--- src/rtl/outstage_pkg.sv ---
/*
  Constants for the audio output-stage register bank: register offsets,
  field positions, reset values and timing counts.
  Assumes a 40 MHz register clock and a paged 8-bit register space.
*/
package outstage_pkg;

  // ******************************************************************
  // Register pages and offsets
  // ******************************************************************
  localparam logic       PAGE0          = 1'h0;
  localparam logic       PAGE1          = 1'h1;
  localparam logic [7:0] OFS_THERMAL    = 8'h03;
  localparam logic [7:0] OFS_HP_CTL     = 8'h1F;
  localparam logic [7:0] OFS_SPK_CTL    = 8'h20;
  localparam logic [7:0] OFS_ROUTE      = 8'h23;
  localparam logic [7:0] OFS_ATT_L      = 8'h26;
  localparam logic [7:0] OFS_ATT_R      = 8'h27;
  localparam logic [7:0] OFS_HPG_L      = 8'h28;
  localparam logic [7:0] OFS_HPG_R      = 8'h29;
  localparam logic [7:0] OFS_SPG_L      = 8'h2A;
  localparam logic [7:0] OFS_SPG_R      = 8'h2B;
  localparam logic [7:0] OFS_HP_CFG     = 8'h2C;
  localparam logic [7:0] OFS_STEP       = 8'h3F;

  // ******************************************************************
  // Field positions
  // ******************************************************************
  localparam int BIT_PWR_L     = 7;  // Left stage power in driver control
  localparam int BIT_PWR_R     = 6;  // Right stage power in driver control
  localparam int BIT_HP_SHUT   = 1;  // Short action: 1 shutdown, 0 limit
  localparam int BIT_FLAG      = 0;  // Short-circuit status flag
  localparam int BIT_CM_LO     = 3;  // Common-mode select, two bits
  localparam int BIT_ROUTE_L   = 6;  // Left DAC to left attenuator
  localparam int BIT_ROUTE_R   = 2;  // Right DAC to right attenuator
  localparam int BIT_FEED      = 7;  // Attenuator to speaker amplifier
  localparam int BIT_HPG_LO    = 3;  // Headphone gain, four bits
  localparam int BIT_HP_MUTE   = 2;  // Headphone driver mute
  localparam int BIT_LINE_LO   = 1;  // Lineout mode field, two bits
  localparam int BIT_OTEMP     = 1;  // Over-temperature flag
  localparam logic [1:0] LINEOUT_CODE = 2'h3;
  localparam logic [6:0] ATT_MAX      = 7'h7F;
  localparam logic [1:0] PACE_NONE    = 2'h3;

  // ******************************************************************
  // Reset values
  // ******************************************************************
  localparam logic [7:0] RST_REG   = 8'h00;
  localparam logic [7:0] RD_UNMAP  = 8'h00;

  // ******************************************************************
  // Timing
  // ******************************************************************
  localparam int CLK_MHZ         = 40;
  localparam int STEP_TIME_NS    = 1000;   // Base time per soft step
  localparam int SOFT_START_NS   = 10000;  // Stage soft-start time
  localparam int STEP_CYC        = (STEP_TIME_NS * CLK_MHZ + 999) / 1000;
  localparam int SOFT_START_CYC  = (SOFT_START_NS * CLK_MHZ + 999) / 1000;

endpackage

--- src/rtl/output_stage_control.sv ---
/*
  Register bank and protection logic for the stereo headphone and class-D
  speaker output stages: routing, attenuation with soft stepping, driver
  power, gain, mute, common mode, short-circuit and thermal handling.
  Assumes register accesses and fault inputs are synchronous to
  i_sys_clk, and that i_arst_n is the device master reset.
*/
`timescale 1ns/1ps
`default_nettype none

module output_stage_control #(
  parameter int STEP_CYCLES  = outstage_pkg::STEP_CYC,
  parameter int START_CYCLES = outstage_pkg::SOFT_START_CYC
) (
  // Clock and reset
  input  wire logic       i_sys_clk,
  input  wire logic       i_arst_n,
  // Register port
  input  wire logic       i_reg_page,
  input  wire logic [7:0] i_reg_addr,
  input  wire logic [7:0] i_reg_wdata,
  input  wire logic       i_reg_wr,
  input  wire logic       i_reg_rd,
  output logic      [7:0] o_reg_rdata,
  // Fault detectors, bit 0 left, bit 1 right
  input  wire logic [1:0] i_hp_short,
  input  wire logic [1:0] i_spk_short,
  input  wire logic       i_over_temp,
  // Routing and speaker attenuation
  output logic      [1:0] o_dac_route,
  output logic      [1:0] o_spk_feed,
  output logic      [1:0] o_spk_mute,
  output logic      [6:0] o_spk_left_level,
  output logic      [6:0] o_spk_right_level,
  // Headphone drivers
  output logic      [1:0] o_hp_pwr,
  output logic      [1:0] o_hp_cm_sel,
  output logic      [3:0] o_hp_left_gain,
  output logic      [3:0] o_hp_right_gain,
  output logic      [1:0] o_hp_mute,
  output logic      [1:0] o_hp_limit,
  output logic            o_lineout_mode,
  // Speaker drivers
  output logic      [1:0] o_spk_pwr,
  output logic      [1:0] o_spk_switch,
  // Stage soft-start settled: hp L, hp R, spk L, spk R
  output logic      [3:0] o_stage_ready
);
  import outstage_pkg::*;

  localparam int SS_W = $clog2(START_CYCLES + 1);

  // ******************************************************************
  // State
  // ******************************************************************
  typedef struct packed {
    logic [7:0]           hp_ctl;
    logic [7:0]           spk_ctl;
    logic [7:0]           route;
    logic [7:0]           att_l;
    logic [7:0]           att_r;
    logic [7:0]           hpg_l;
    logic [7:0]           hpg_r;
    logic [7:0]           spg_l;
    logic [7:0]           spg_r;
    logic [7:0]           hp_cfg;
    logic [7:0]           step_ctl;
    logic                 thermal;
    logic                 lineout;
    logic [7:0]           rdata;
    logic [1:0]           spk_mute;
    logic [1:0]           spk_feed;
    logic [1:0]           hp_limit;
    logic [1:0]           spk_switch;
    logic [3:0]           pwr_prev;
    logic [3:0]           ready;
    logic [3:0][SS_W-1:0] ss_cnt;
  } ctl_state_t;

  ctl_state_t st_ff;
  ctl_state_t nxt_st;
  logic       wr0;
  logic       wr1;
  logic [3:0] pwr;
  logic [7:0] att;
  logic [7:0] rd_val;

  // Stage power vector: hp L, hp R, spk L, spk R
  assign pwr = {st_ff.spk_ctl[BIT_PWR_R], st_ff.spk_ctl[BIT_PWR_L],
                st_ff.hp_ctl[BIT_PWR_R], st_ff.hp_ctl[BIT_PWR_L]};

  // ******************************************************************
  // Next-state logic
  // ******************************************************************
  always_comb begin
    nxt_st = st_ff;
    att    = 8'h00;
    rd_val = RD_UNMAP;
    wr0    = i_reg_wr && (i_reg_page == PAGE0);
    wr1    = i_reg_wr && (i_reg_page == PAGE1);

    // Register writes; status flags clear on a control write
    if (wr0 && (i_reg_addr == OFS_STEP)) begin
      nxt_st.step_ctl = i_reg_wdata;
    end
    if (wr1) begin
      case (i_reg_addr)
        OFS_HP_CTL:  nxt_st.hp_ctl  = {i_reg_wdata[7:1], 1'b0};
        OFS_SPK_CTL: nxt_st.spk_ctl = {i_reg_wdata[7:1], 1'b0};
        OFS_ROUTE:   nxt_st.route   = i_reg_wdata;
        OFS_ATT_L:   nxt_st.att_l   = i_reg_wdata;
        OFS_ATT_R:   nxt_st.att_r   = i_reg_wdata;
        OFS_HPG_L:   nxt_st.hpg_l   = i_reg_wdata;
        OFS_HPG_R:   nxt_st.hpg_r   = i_reg_wdata;
        OFS_SPG_L:   nxt_st.spg_l   = i_reg_wdata;
        OFS_SPG_R:   nxt_st.spg_r   = i_reg_wdata;
        OFS_HP_CFG:  nxt_st.hp_cfg  = i_reg_wdata;
        default: begin
        end
      endcase
    end

    // Per-channel fault handling; hardware wins over a same-cycle write
    for (int ch = 0; ch < 2; ch++) begin
      if (i_hp_short[ch]) begin
        nxt_st.hp_ctl[BIT_FLAG] = 1'b1;
        if (st_ff.hp_ctl[BIT_HP_SHUT]) begin
          nxt_st.hp_ctl[BIT_PWR_L - ch] = 1'b0;
        end
      end
      if (i_spk_short[ch]) begin
        nxt_st.spk_ctl[BIT_FLAG]       = 1'b1;
        nxt_st.spk_ctl[BIT_PWR_L - ch] = 1'b0;
      end
      nxt_st.hp_limit[ch] = i_hp_short[ch] && !st_ff.hp_ctl[BIT_HP_SHUT]
                            && st_ff.hp_ctl[BIT_PWR_L - ch];
      nxt_st.spk_switch[ch] = st_ff.spk_ctl[BIT_PWR_L - ch] && !i_over_temp
                              && !i_spk_short[ch];
      att = (ch == 0) ? st_ff.att_l : st_ff.att_r;
      nxt_st.spk_feed[ch] = att[BIT_FEED];
      nxt_st.spk_mute[ch] = !att[BIT_FEED] && (att[6:0] == ATT_MAX);
    end
    nxt_st.thermal = i_over_temp;
    nxt_st.lineout = nxt_st.hp_cfg[BIT_LINE_LO +: 2] == LINEOUT_CODE;

    // Independent soft-start timer per stage
    for (int s = 0; s < 4; s++) begin
      if (pwr[s] != st_ff.pwr_prev[s]) begin
        nxt_st.ss_cnt[s] = '0;
        nxt_st.ready[s]  = 1'b0;
      end else if (st_ff.ss_cnt[s] < SS_W'(START_CYCLES - 1)) begin
        nxt_st.ss_cnt[s] = st_ff.ss_cnt[s] + SS_W'(1);
      end else begin
        nxt_st.ready[s]  = 1'b1;
      end
    end
    nxt_st.pwr_prev = pwr;

    // Read mux; reads change nothing but the data register
    if (i_reg_page == PAGE0) begin
      case (i_reg_addr)
        OFS_THERMAL: rd_val = {6'h00, st_ff.thermal, 1'b0};
        OFS_STEP:    rd_val = st_ff.step_ctl;
        default:     rd_val = RD_UNMAP;
      endcase
    end else begin
      case (i_reg_addr)
        OFS_HP_CTL:  rd_val = st_ff.hp_ctl;
        OFS_SPK_CTL: rd_val = st_ff.spk_ctl;
        OFS_ROUTE:   rd_val = st_ff.route;
        OFS_ATT_L:   rd_val = st_ff.att_l;
        OFS_ATT_R:   rd_val = st_ff.att_r;
        OFS_HPG_L:   rd_val = st_ff.hpg_l;
        OFS_HPG_R:   rd_val = st_ff.hpg_r;
        OFS_SPG_L:   rd_val = st_ff.spg_l;
        OFS_SPG_R:   rd_val = st_ff.spg_r;
        OFS_HP_CFG:  rd_val = st_ff.hp_cfg;
        default:     rd_val = RD_UNMAP;
      endcase
    end
    if (i_reg_rd) begin
      nxt_st.rdata = rd_val;
    end
  end

  // State register
  always_ff @(posedge i_sys_clk or negedge i_arst_n) begin
    if (!i_arst_n) begin
      st_ff <= '0;
    end else begin
      st_ff <= nxt_st;
    end
  end

  // ******************************************************************
  // Soft-stepping attenuators, one per speaker channel
  // ******************************************************************
  logic [6:0] lvl [2];

  for (genvar g = 0; g < 2; g++) begin : g_step
    soft_stepper #(
      .STEP_CYCLES (STEP_CYCLES)
    ) u_step (
      .i_sys_clk (i_sys_clk),
      .i_arst_n  (i_arst_n),
      .i_target  ((g == 0) ? st_ff.att_l[6:0] : st_ff.att_r[6:0]),
      .i_pace    (st_ff.step_ctl[1:0]),
      .o_level   (lvl[g])
    );
  end

  // ******************************************************************
  // Outputs, all taken from registers
  // ******************************************************************
  assign o_reg_rdata       = st_ff.rdata;
  assign o_dac_route       = {st_ff.route[BIT_ROUTE_R], st_ff.route[BIT_ROUTE_L]};
  assign o_spk_feed        = st_ff.spk_feed;
  assign o_spk_mute        = st_ff.spk_mute;
  assign o_spk_left_level  = lvl[0];
  assign o_spk_right_level = lvl[1];
  assign o_hp_pwr          = {st_ff.hp_ctl[BIT_PWR_R], st_ff.hp_ctl[BIT_PWR_L]};
  assign o_hp_cm_sel       = st_ff.hp_ctl[BIT_CM_LO +: 2];
  assign o_hp_left_gain    = st_ff.hpg_l[BIT_HPG_LO +: 4];
  assign o_hp_right_gain   = st_ff.hpg_r[BIT_HPG_LO +: 4];
  assign o_hp_mute         = {st_ff.hpg_r[BIT_HP_MUTE], st_ff.hpg_l[BIT_HP_MUTE]};
  assign o_hp_limit        = st_ff.hp_limit;
  assign o_lineout_mode    = st_ff.lineout;
  assign o_spk_pwr         = {st_ff.spk_ctl[BIT_PWR_R], st_ff.spk_ctl[BIT_PWR_L]};
  assign o_spk_switch      = st_ff.spk_switch;
  assign o_stage_ready     = st_ff.ready;
endmodule

`default_nettype wire

--- src/rtl/soft_stepper.sv ---
/*
  One soft-stepping attenuator: moves the applied level one code at a
  time toward the programmed target at a pace set by a two-bit field,
  or straight to the target when the field is PACE_NONE.
  Assumes the target and pace inputs are synchronous to i_sys_clk.
*/
`timescale 1ns/1ps
`default_nettype none

module soft_stepper #(
  parameter int STEP_CYCLES = outstage_pkg::STEP_CYC
) (
  // Clock and reset
  input  wire logic       i_sys_clk,
  input  wire logic       i_arst_n,
  // Control
  input  wire logic [6:0] i_target,
  input  wire logic [1:0] i_pace,
  // Applied level
  output logic      [6:0] o_level
);
  import outstage_pkg::*;

  localparam int CNT_W = $clog2(STEP_CYCLES * 4 + 1);

  typedef struct packed {
    logic [6:0]       level;
    logic [CNT_W-1:0] cnt;
  } step_state_t;

  step_state_t st_ff;
  step_state_t nxt_st;
  logic [CNT_W-1:0] limit;

  // ******************************************************************
  // Stepping toward the target
  // ******************************************************************
  always_comb begin
    nxt_st = st_ff;
    limit  = CNT_W'(STEP_CYCLES) << i_pace;
    if (i_pace == PACE_NONE) begin
      nxt_st.level = i_target;
      nxt_st.cnt   = '0;
    end else if (st_ff.level != i_target) begin
      if (st_ff.cnt >= limit - CNT_W'(1)) begin
        nxt_st.cnt = '0;
        if (st_ff.level < i_target) begin
          nxt_st.level = st_ff.level + 7'h01;
        end else begin
          nxt_st.level = st_ff.level - 7'h01;
        end
      end else begin
        nxt_st.cnt = st_ff.cnt + CNT_W'(1);
      end
    end else begin
      nxt_st.cnt = '0;
    end
  end

  // State register
  always_ff @(posedge i_sys_clk or negedge i_arst_n) begin
    if (!i_arst_n) begin
      st_ff <= '0;
    end else begin
      st_ff <= nxt_st;
    end
  end

  assign o_level = st_ff.level;

endmodule

`default_nettype wire

--- config.mk ---
export PLATFORM = sky130hd
export DESIGN_NAME = output_stage_control
export DESIGN_NICKNAME = d
export VERILOG_FILES = /design/src/rtl/outstage_pkg.sv /design/src/rtl/output_stage_control.sv /design/src/rtl/soft_stepper.sv
export SDC_FILE = /design/constraint.sdc
export NUM_CORES = 1
export LEC_CHECK = 0
export BUFFER_PORTS_ARGS = -buffer_cell sky130_fd_sc_hd__clkbuf_2
export CORE_MARGIN = 2
export CORE_UTILIZATION = 60
export DETAILED_ROUTE_END_ITERATION = 12
export PLACE_DENSITY_LB_ADDON = 0.2
export SYNTH_ARGS = -nofsm -noshare
export SYNTH_HDL_FRONTEND = slang
export SYNTH_SLANG_ARGS = --single-unit
--- constraint.sdc ---
create_clock -name i_sys_clk -period 8.9 [get_ports i_sys_clk]
set_clock_uncertainty 0.2 [all_clocks]
set_input_delay 1.78 -clock i_sys_clk [delete_from_list [all_inputs] [get_ports i_sys_clk]]
set_output_delay 1.78 -clock i_sys_clk [all_outputs]
set_load 0.02 [all_outputs]
== After elaboration in Yosys (flattened, before gate mapping) ==
Cells that the tools add are included.
Cells by class
  reduce and logical (&&, ||, !) cells: 51
  equality and inequality tests: 26
  shifts and indexed selects: 1
  bitwise gates (word level): 1
  multiplexer cells: 52
  add/sub/neg operators: 11
  order comparisons: 8
Operators with widths (count)
  $mux W8: 15
  $eq A8 B6 Y1 const B: 10
  $mux W80: 1
  $pmux W8 S10: 1
  $mux W9: 8
  $mux W7: 6
  $add A9 B1 Y9 const B: 4
  $lt A9 B9 Y1 const B: 4
  $reduce_and A2 Y1: 16
  $mux W15: 2
  $reduce_bool A2 Y1: 12
  $mux W1: 18
  $add A8 B1 Y8 const B: 2
  $ge A8 B8 Y1: 2
  $pmux W8 S2: 1
  $add A7 B1 Y7 const B: 2
  $eq A7 B7 Y1 const B: 2
  $lt A7 B7 Y1: 2
  $ne A7 B7 Y1: 2
  $sub A7 B1 Y7 const B: 2
  $logic_and A1 B1 Y1: 13
  $reduce_bool A3 Y1: 4
  $eq A8 B2 Y1 const B: 1
  $eq A8 B5 Y1 const B: 1
  other kinds (7): 19
Word-level totals
  register bits: 180
  output and inout port bits: 53
  logic and storage cells: 187
  input bits: 26

== Logic depth before layout (Yosys ltp) ==
  word-level depth: 6
  depth in mapped cells: 12
  depth with buffers taken out: 12

== Cells and area by module ==
Synthesis repeated with hierarchy kept, for this count alone.
Unflattened totals
  cells, all modules: 917
  area, all modules: 9915.8 µm²
By module, submodules not included
  output_stage_control: area an instance 7255.7 µm², cells each 629, instances 1, sequential area each 3753.6 µm²
  soft_stepper: area an instance 1330.0 µm², cells each 144, instances 2, sequential area each 375.4 µm²

== Least setup slack after synthesis ==
Ideal clock, no wire load.
  path type: input to register
  start: input i_reg_addr[7]
  end: register st_ff (netlist bit att[0])
  setup time: 125 ps
  stages on the path: 5
  path buffers: 0
  path slack: 5337 ps
  arrival time: 3238 ps
  required time: 8575 ps
  cell sequence: or2_4 > nor4b_4 > nand4_1 > nor2_1 > mux2_2
On the way
  longest elaborated chain between the ends: 2
RTL lines
  from (decl): line output_stage_control.sv:20  | input wire logic [7:0] i_reg_addr,
  $eq A8 B6 Y1: line output_stage_control.sv:107  | case (i_reg_addr)
  $reduce_and A2 Y1 (no line)
  to (signal assigned): line output_stage_control.sv:191  | st_ff <= nxt_st;
  to (decl): line output_stage_control.sv:80  | ctl_state_t st_ff;
Every way passes these cells.
A chain may end at the register's enable or synchronous reset.

== Worst setup path after layout ==
  start: input i_reg_addr[0]
  end: register st_ff[143] (netlist bit)
On the way
  longest elaborated chain between the ends: 2
RTL lines (line)
  $eq A8 B5 Y1: output_stage_control.sv:107
  $reduce_and A2 Y1 (no line)
Every way passes these cells.

==> impl_metrics.py <==
metrics = {
    "placed_design": {
        "place_congestion": 0.9376,
        "dp.final_hpwl_mm": 14.52,
        "port_buffers": 78,
        "place_inst": 1091,
    },
    "worst_setup_path": {
        "startpoint_type": "input pin",
        "arrival_ns": 4.49,
        "worstSetupPathDepth": 5,
        "cp_cell_sequence": "clkbuf_2 -> nand2_1 -> nor3_1 -> and3_1 -> mux2_2",
        "critPathMaxFanout": 20,
        "worstSetupStartpoint": "i_reg_addr[0]",
        "critPathTopFamily": "simple AND/OR/NAND/NOR gates",
        "max_stage_delay_ns": 0.93,
        "worst_ep_required_time_ns": 9.01,
        "crit_type": "input pin to flop",
        "r2r_cells": 12,
        "rr_startpoint": "att[5]",
        "worst_path_max_delay_cell": "nor3_1",
        "cp.buffers_inverters": 1,
        "setup.worst_path.end_class": "flop",
    },
    "routing": {
        "drc": 0,
        "routed_via_density": 5.929,
        "via_count": 6658,
        "dr.first_iter.drc_count": 578,
        "ant_nets": 0,
        "drt_first_pass_iters": 5,
        "wl_per_cell_um": 18.44,
        "drt-total-wl_mm": 20.71,
    },
    "floorplanning": {
        "start_util_pct": 60.80,
        "io_pins": 79,
        "fp-row-count": 46,
        "die-area_um2": 16950,
        "die_w_um": 130.2,
        "die_h_um": 130.2,
        "core-area_um2": 15710,
    },
    "global_routing": {
        "antenna_found_initial": 0,
        "grt_usage_pct": 25.72,
        "grt_pass1_wl_mm": 33.72,
        "grt_max_degree": 113,
        "grt_pass1_vias": 6740,
        "gr-total-overflow": 0,
    },
    "timing": {
        "min_period_ns": 4.371,
        "final-max-slew-violation-count": 0,
        "slew-limit-headroom_pct": 30.48,
        "tightest_slew_ns": 1.043,
        "fmax_mhz": 228.8,
        "fin_tns_setup_ns": 0,
        "finalHoldViolCount": 0,
        "rsz0062_at_grt": "false",
        "finalSetupViolCount": 0,
        "period_share_pct": 49.11,
    },
    "clock_network": {
        "ctsLongestPathBuffers": 2,
        "htree_levels": 4,
        "clk-insertion-delay-late_ns": 0.43,
        "root_buffer": "clkbuf_16",
        "cts_num_sinks": 180,
        "cts_resized": 0,
        "clkTransAtPathRegs_ns": 0.06,
        "cts-buffers-inserted": 17,
        "cts_setup_buffers": 0,
        "cts.hold.buffers_added": 0,
        "tritoncts": "built",
    },
    "logic_synthesis": {
        "synth.avg_cell_area_um2": 10.88,
        "ys_warn_count": 0,
        "synth_fp_nets": 950,
        "yosysUniqueCellTypes": 65,
        "ys_seq_elements": 180,
        "synth-main-ff-cell": "dfrtp_1",
        "async_reset_ff_share_pct": 100.0,
        "synth_edf_count": 0,
        "ys_seq_area_share_pct": 47.15,
        "synth_area_um2": 9553,
        "netlist_instances": 878,
    },
    "final_layout": {
        "multi_input_area_um2": 4400,
        "regArea_um2": 4504,
        "finalNetCount": 966,
        "nFillCells": 1192,
        "instances_no_fill": 1123,
        "area_growth_pct": 7.597,
        "antenna_cells": 0,
        "drive_above_1_share_pct": 22.60,
    },
    "hold_path": {
        "holdPathStages": 0,
        "hold_path.startpoint": "att[7]",
        "min_path_type": "flop to flop",
    },
    "power": {
        "power.leakage_nw": 4.978,
        "peakVddDrop_v": 0.0001934,
        "power_density_nw_per_um2": 241.2,
    },
    "job": {
        "drv_cap": 0,
    },
    "run_status": {
        "status": "complete, no violations",
    },
}
-- cell type report --
cell class                 count  share of cell area, %
clock inverter                11                 0.9860
multi-input combinational    584                  42.81
clock buffer                  21                  4.577
sequential                   180                  43.82
timing repair buffer          81                  4.078
tap                          216                  2.629
inverter                      30                  1.096
-- registers in the layout (all words and copies together), names as in the netlist, 4 cells and up --
register,flops
g_step.u_step.st_ff,16
o_reg_rdata,8
g_step.u_step.o_level,14
o_hp_right_gain,4
o_hp_left_gain,4
st_ff,102
att,8
o_stage_ready,4
-- metrics by stage --
stage	area (um2)	power (W)	util, %	hold WS [ns]	setup WS, ns
3_5_place_dp	9707	0.001752	61.78	0.2607	4.163
2_1_floorplan	9553	0.001594	-	0.1820	5.337
6_report	10280	0.002479	65.42	0.2861	4.529
5_1_grt	10280	0.002637	65.42	0.2991	4.308
4_1_cts	10280	0.002487	65.42	0.2725	4.612
3_3_place_gp	9707	0.001702	61.78	0.2610	4.221
-- synthesized netlist by cell type (3+ instances only) --
library cell	count	area [um2]
dfrtp_1	180	4504
nor2_1	84	315.3
mux2_2	71	799.5
buf_4	56	420.4
nand2_1	54	202.7
o21ai_0	48	240.2
ha_1	44	550.5
xor2_1	31	271.5
a21oi_1	30	150.1
inv_1	30	112.6
nand3_1	23	115.1
clkbuf_1	20	75.07
mux2i_1	20	200.2
xnor2_1	15	131.4
nand4_1	14	87.58
and3_1	11	68.82
o22ai_1	10	62.56
a211oi_1	9	67.56
a22oi_1	9	67.56
buf_2	8	40.04
mux4_2	8	180.2
nor3_1	8	40.04
a22o_1	7	61.31
a221oi_1	6	52.55
nor2b_1	6	37.54
a21o_1	5	37.54
a31oi_1	5	31.28
nand3b_1	4	30.03
o211ai_1	4	30.03
or3_1	4	25.02
and3b_1	3	26.28
and4_1	3	26.28
nand2b_1	3	18.77
nand4b_1	3	26.28
o21bai_1	3	22.52
-- path summary, 6_finish.rpt --
kind	slack, ns	endpoint
worst max register to register	5.14	g_step[1].u_step.o_level[6]
worst max-delay path	4.53	st_ff[143]
min in group asynchronous	1.24	st_ff[6]
max in group asynchronous	5.70	o_hp_right_gain[2]
worst min register to register	0.29	o_spk_feed[1]
worst min-delay path	0.29	o_spk_feed[1]
-- cell usage in the layout (no fill, tap or decap), types with 6 or more instances in the layout --
| cell | count |
|---|---|
| a211oi_1 | 9 |
| a21oi_1 | 30 |
| a221oi_1 | 6 |
| a22o_1 | 7 |
| a22oi_1 | 9 |
| and3_1 | 11 |
| clkbuf_16 | 17 |
| clkbuf_2 | 77 |
| dfrtp_1 | 180 |
| ha_1 | 44 |
| inv_1 | 30 |
| mux2_2 | 71 |
| mux2i_1 | 20 |
| mux4_2 | 8 |
| nand2_1 | 54 |
| nand3_1 | 23 |
| nand4_1 | 14 |
| nor2_1 | 84 |
| nor2b_1 | 6 |
| nor3_1 | 8 |
| o21ai_0 | 48 |
| o22ai_1 | 10 |
| xnor2_1 | 15 |
| xor2_1 | 31 |
-- power by group --
group	total, W	internal, W	switching [W]
Combinational	0.000728	0.000314	0.000414
Clock	0.000729	0.000408	0.000321
Sequential	0.00102	0.000913	0.000109
Total	0.00248	0.00164	0.000844
-- logic make-up (layout without fill, tap and decap cells) --
kind of cell,count (synthesis),count (layout),share of synthesized area (%)
AO/OA/AOI/OAI,149,149,9.849
flip-flops,180,180,47.15
buffers and inverters,114,143,6.785
XOR/XNOR,46,46,4.217
AND/OR/NAND/NOR,243,243,13.36
adder cells (fa/ha/maj),47,47,6.287
multiplexers,99,99,12.35
-- per-layer routing --
metal	vias up	part of all wire, %	GRT usage, %
li1	3105	-	-
met1	3310	44	34.53
met2	203	48	41.36
met3	40	5.2	5.945
met4	0	2.3	9.171
met5	-	0	0
Power figures use the tool's default switching activity.
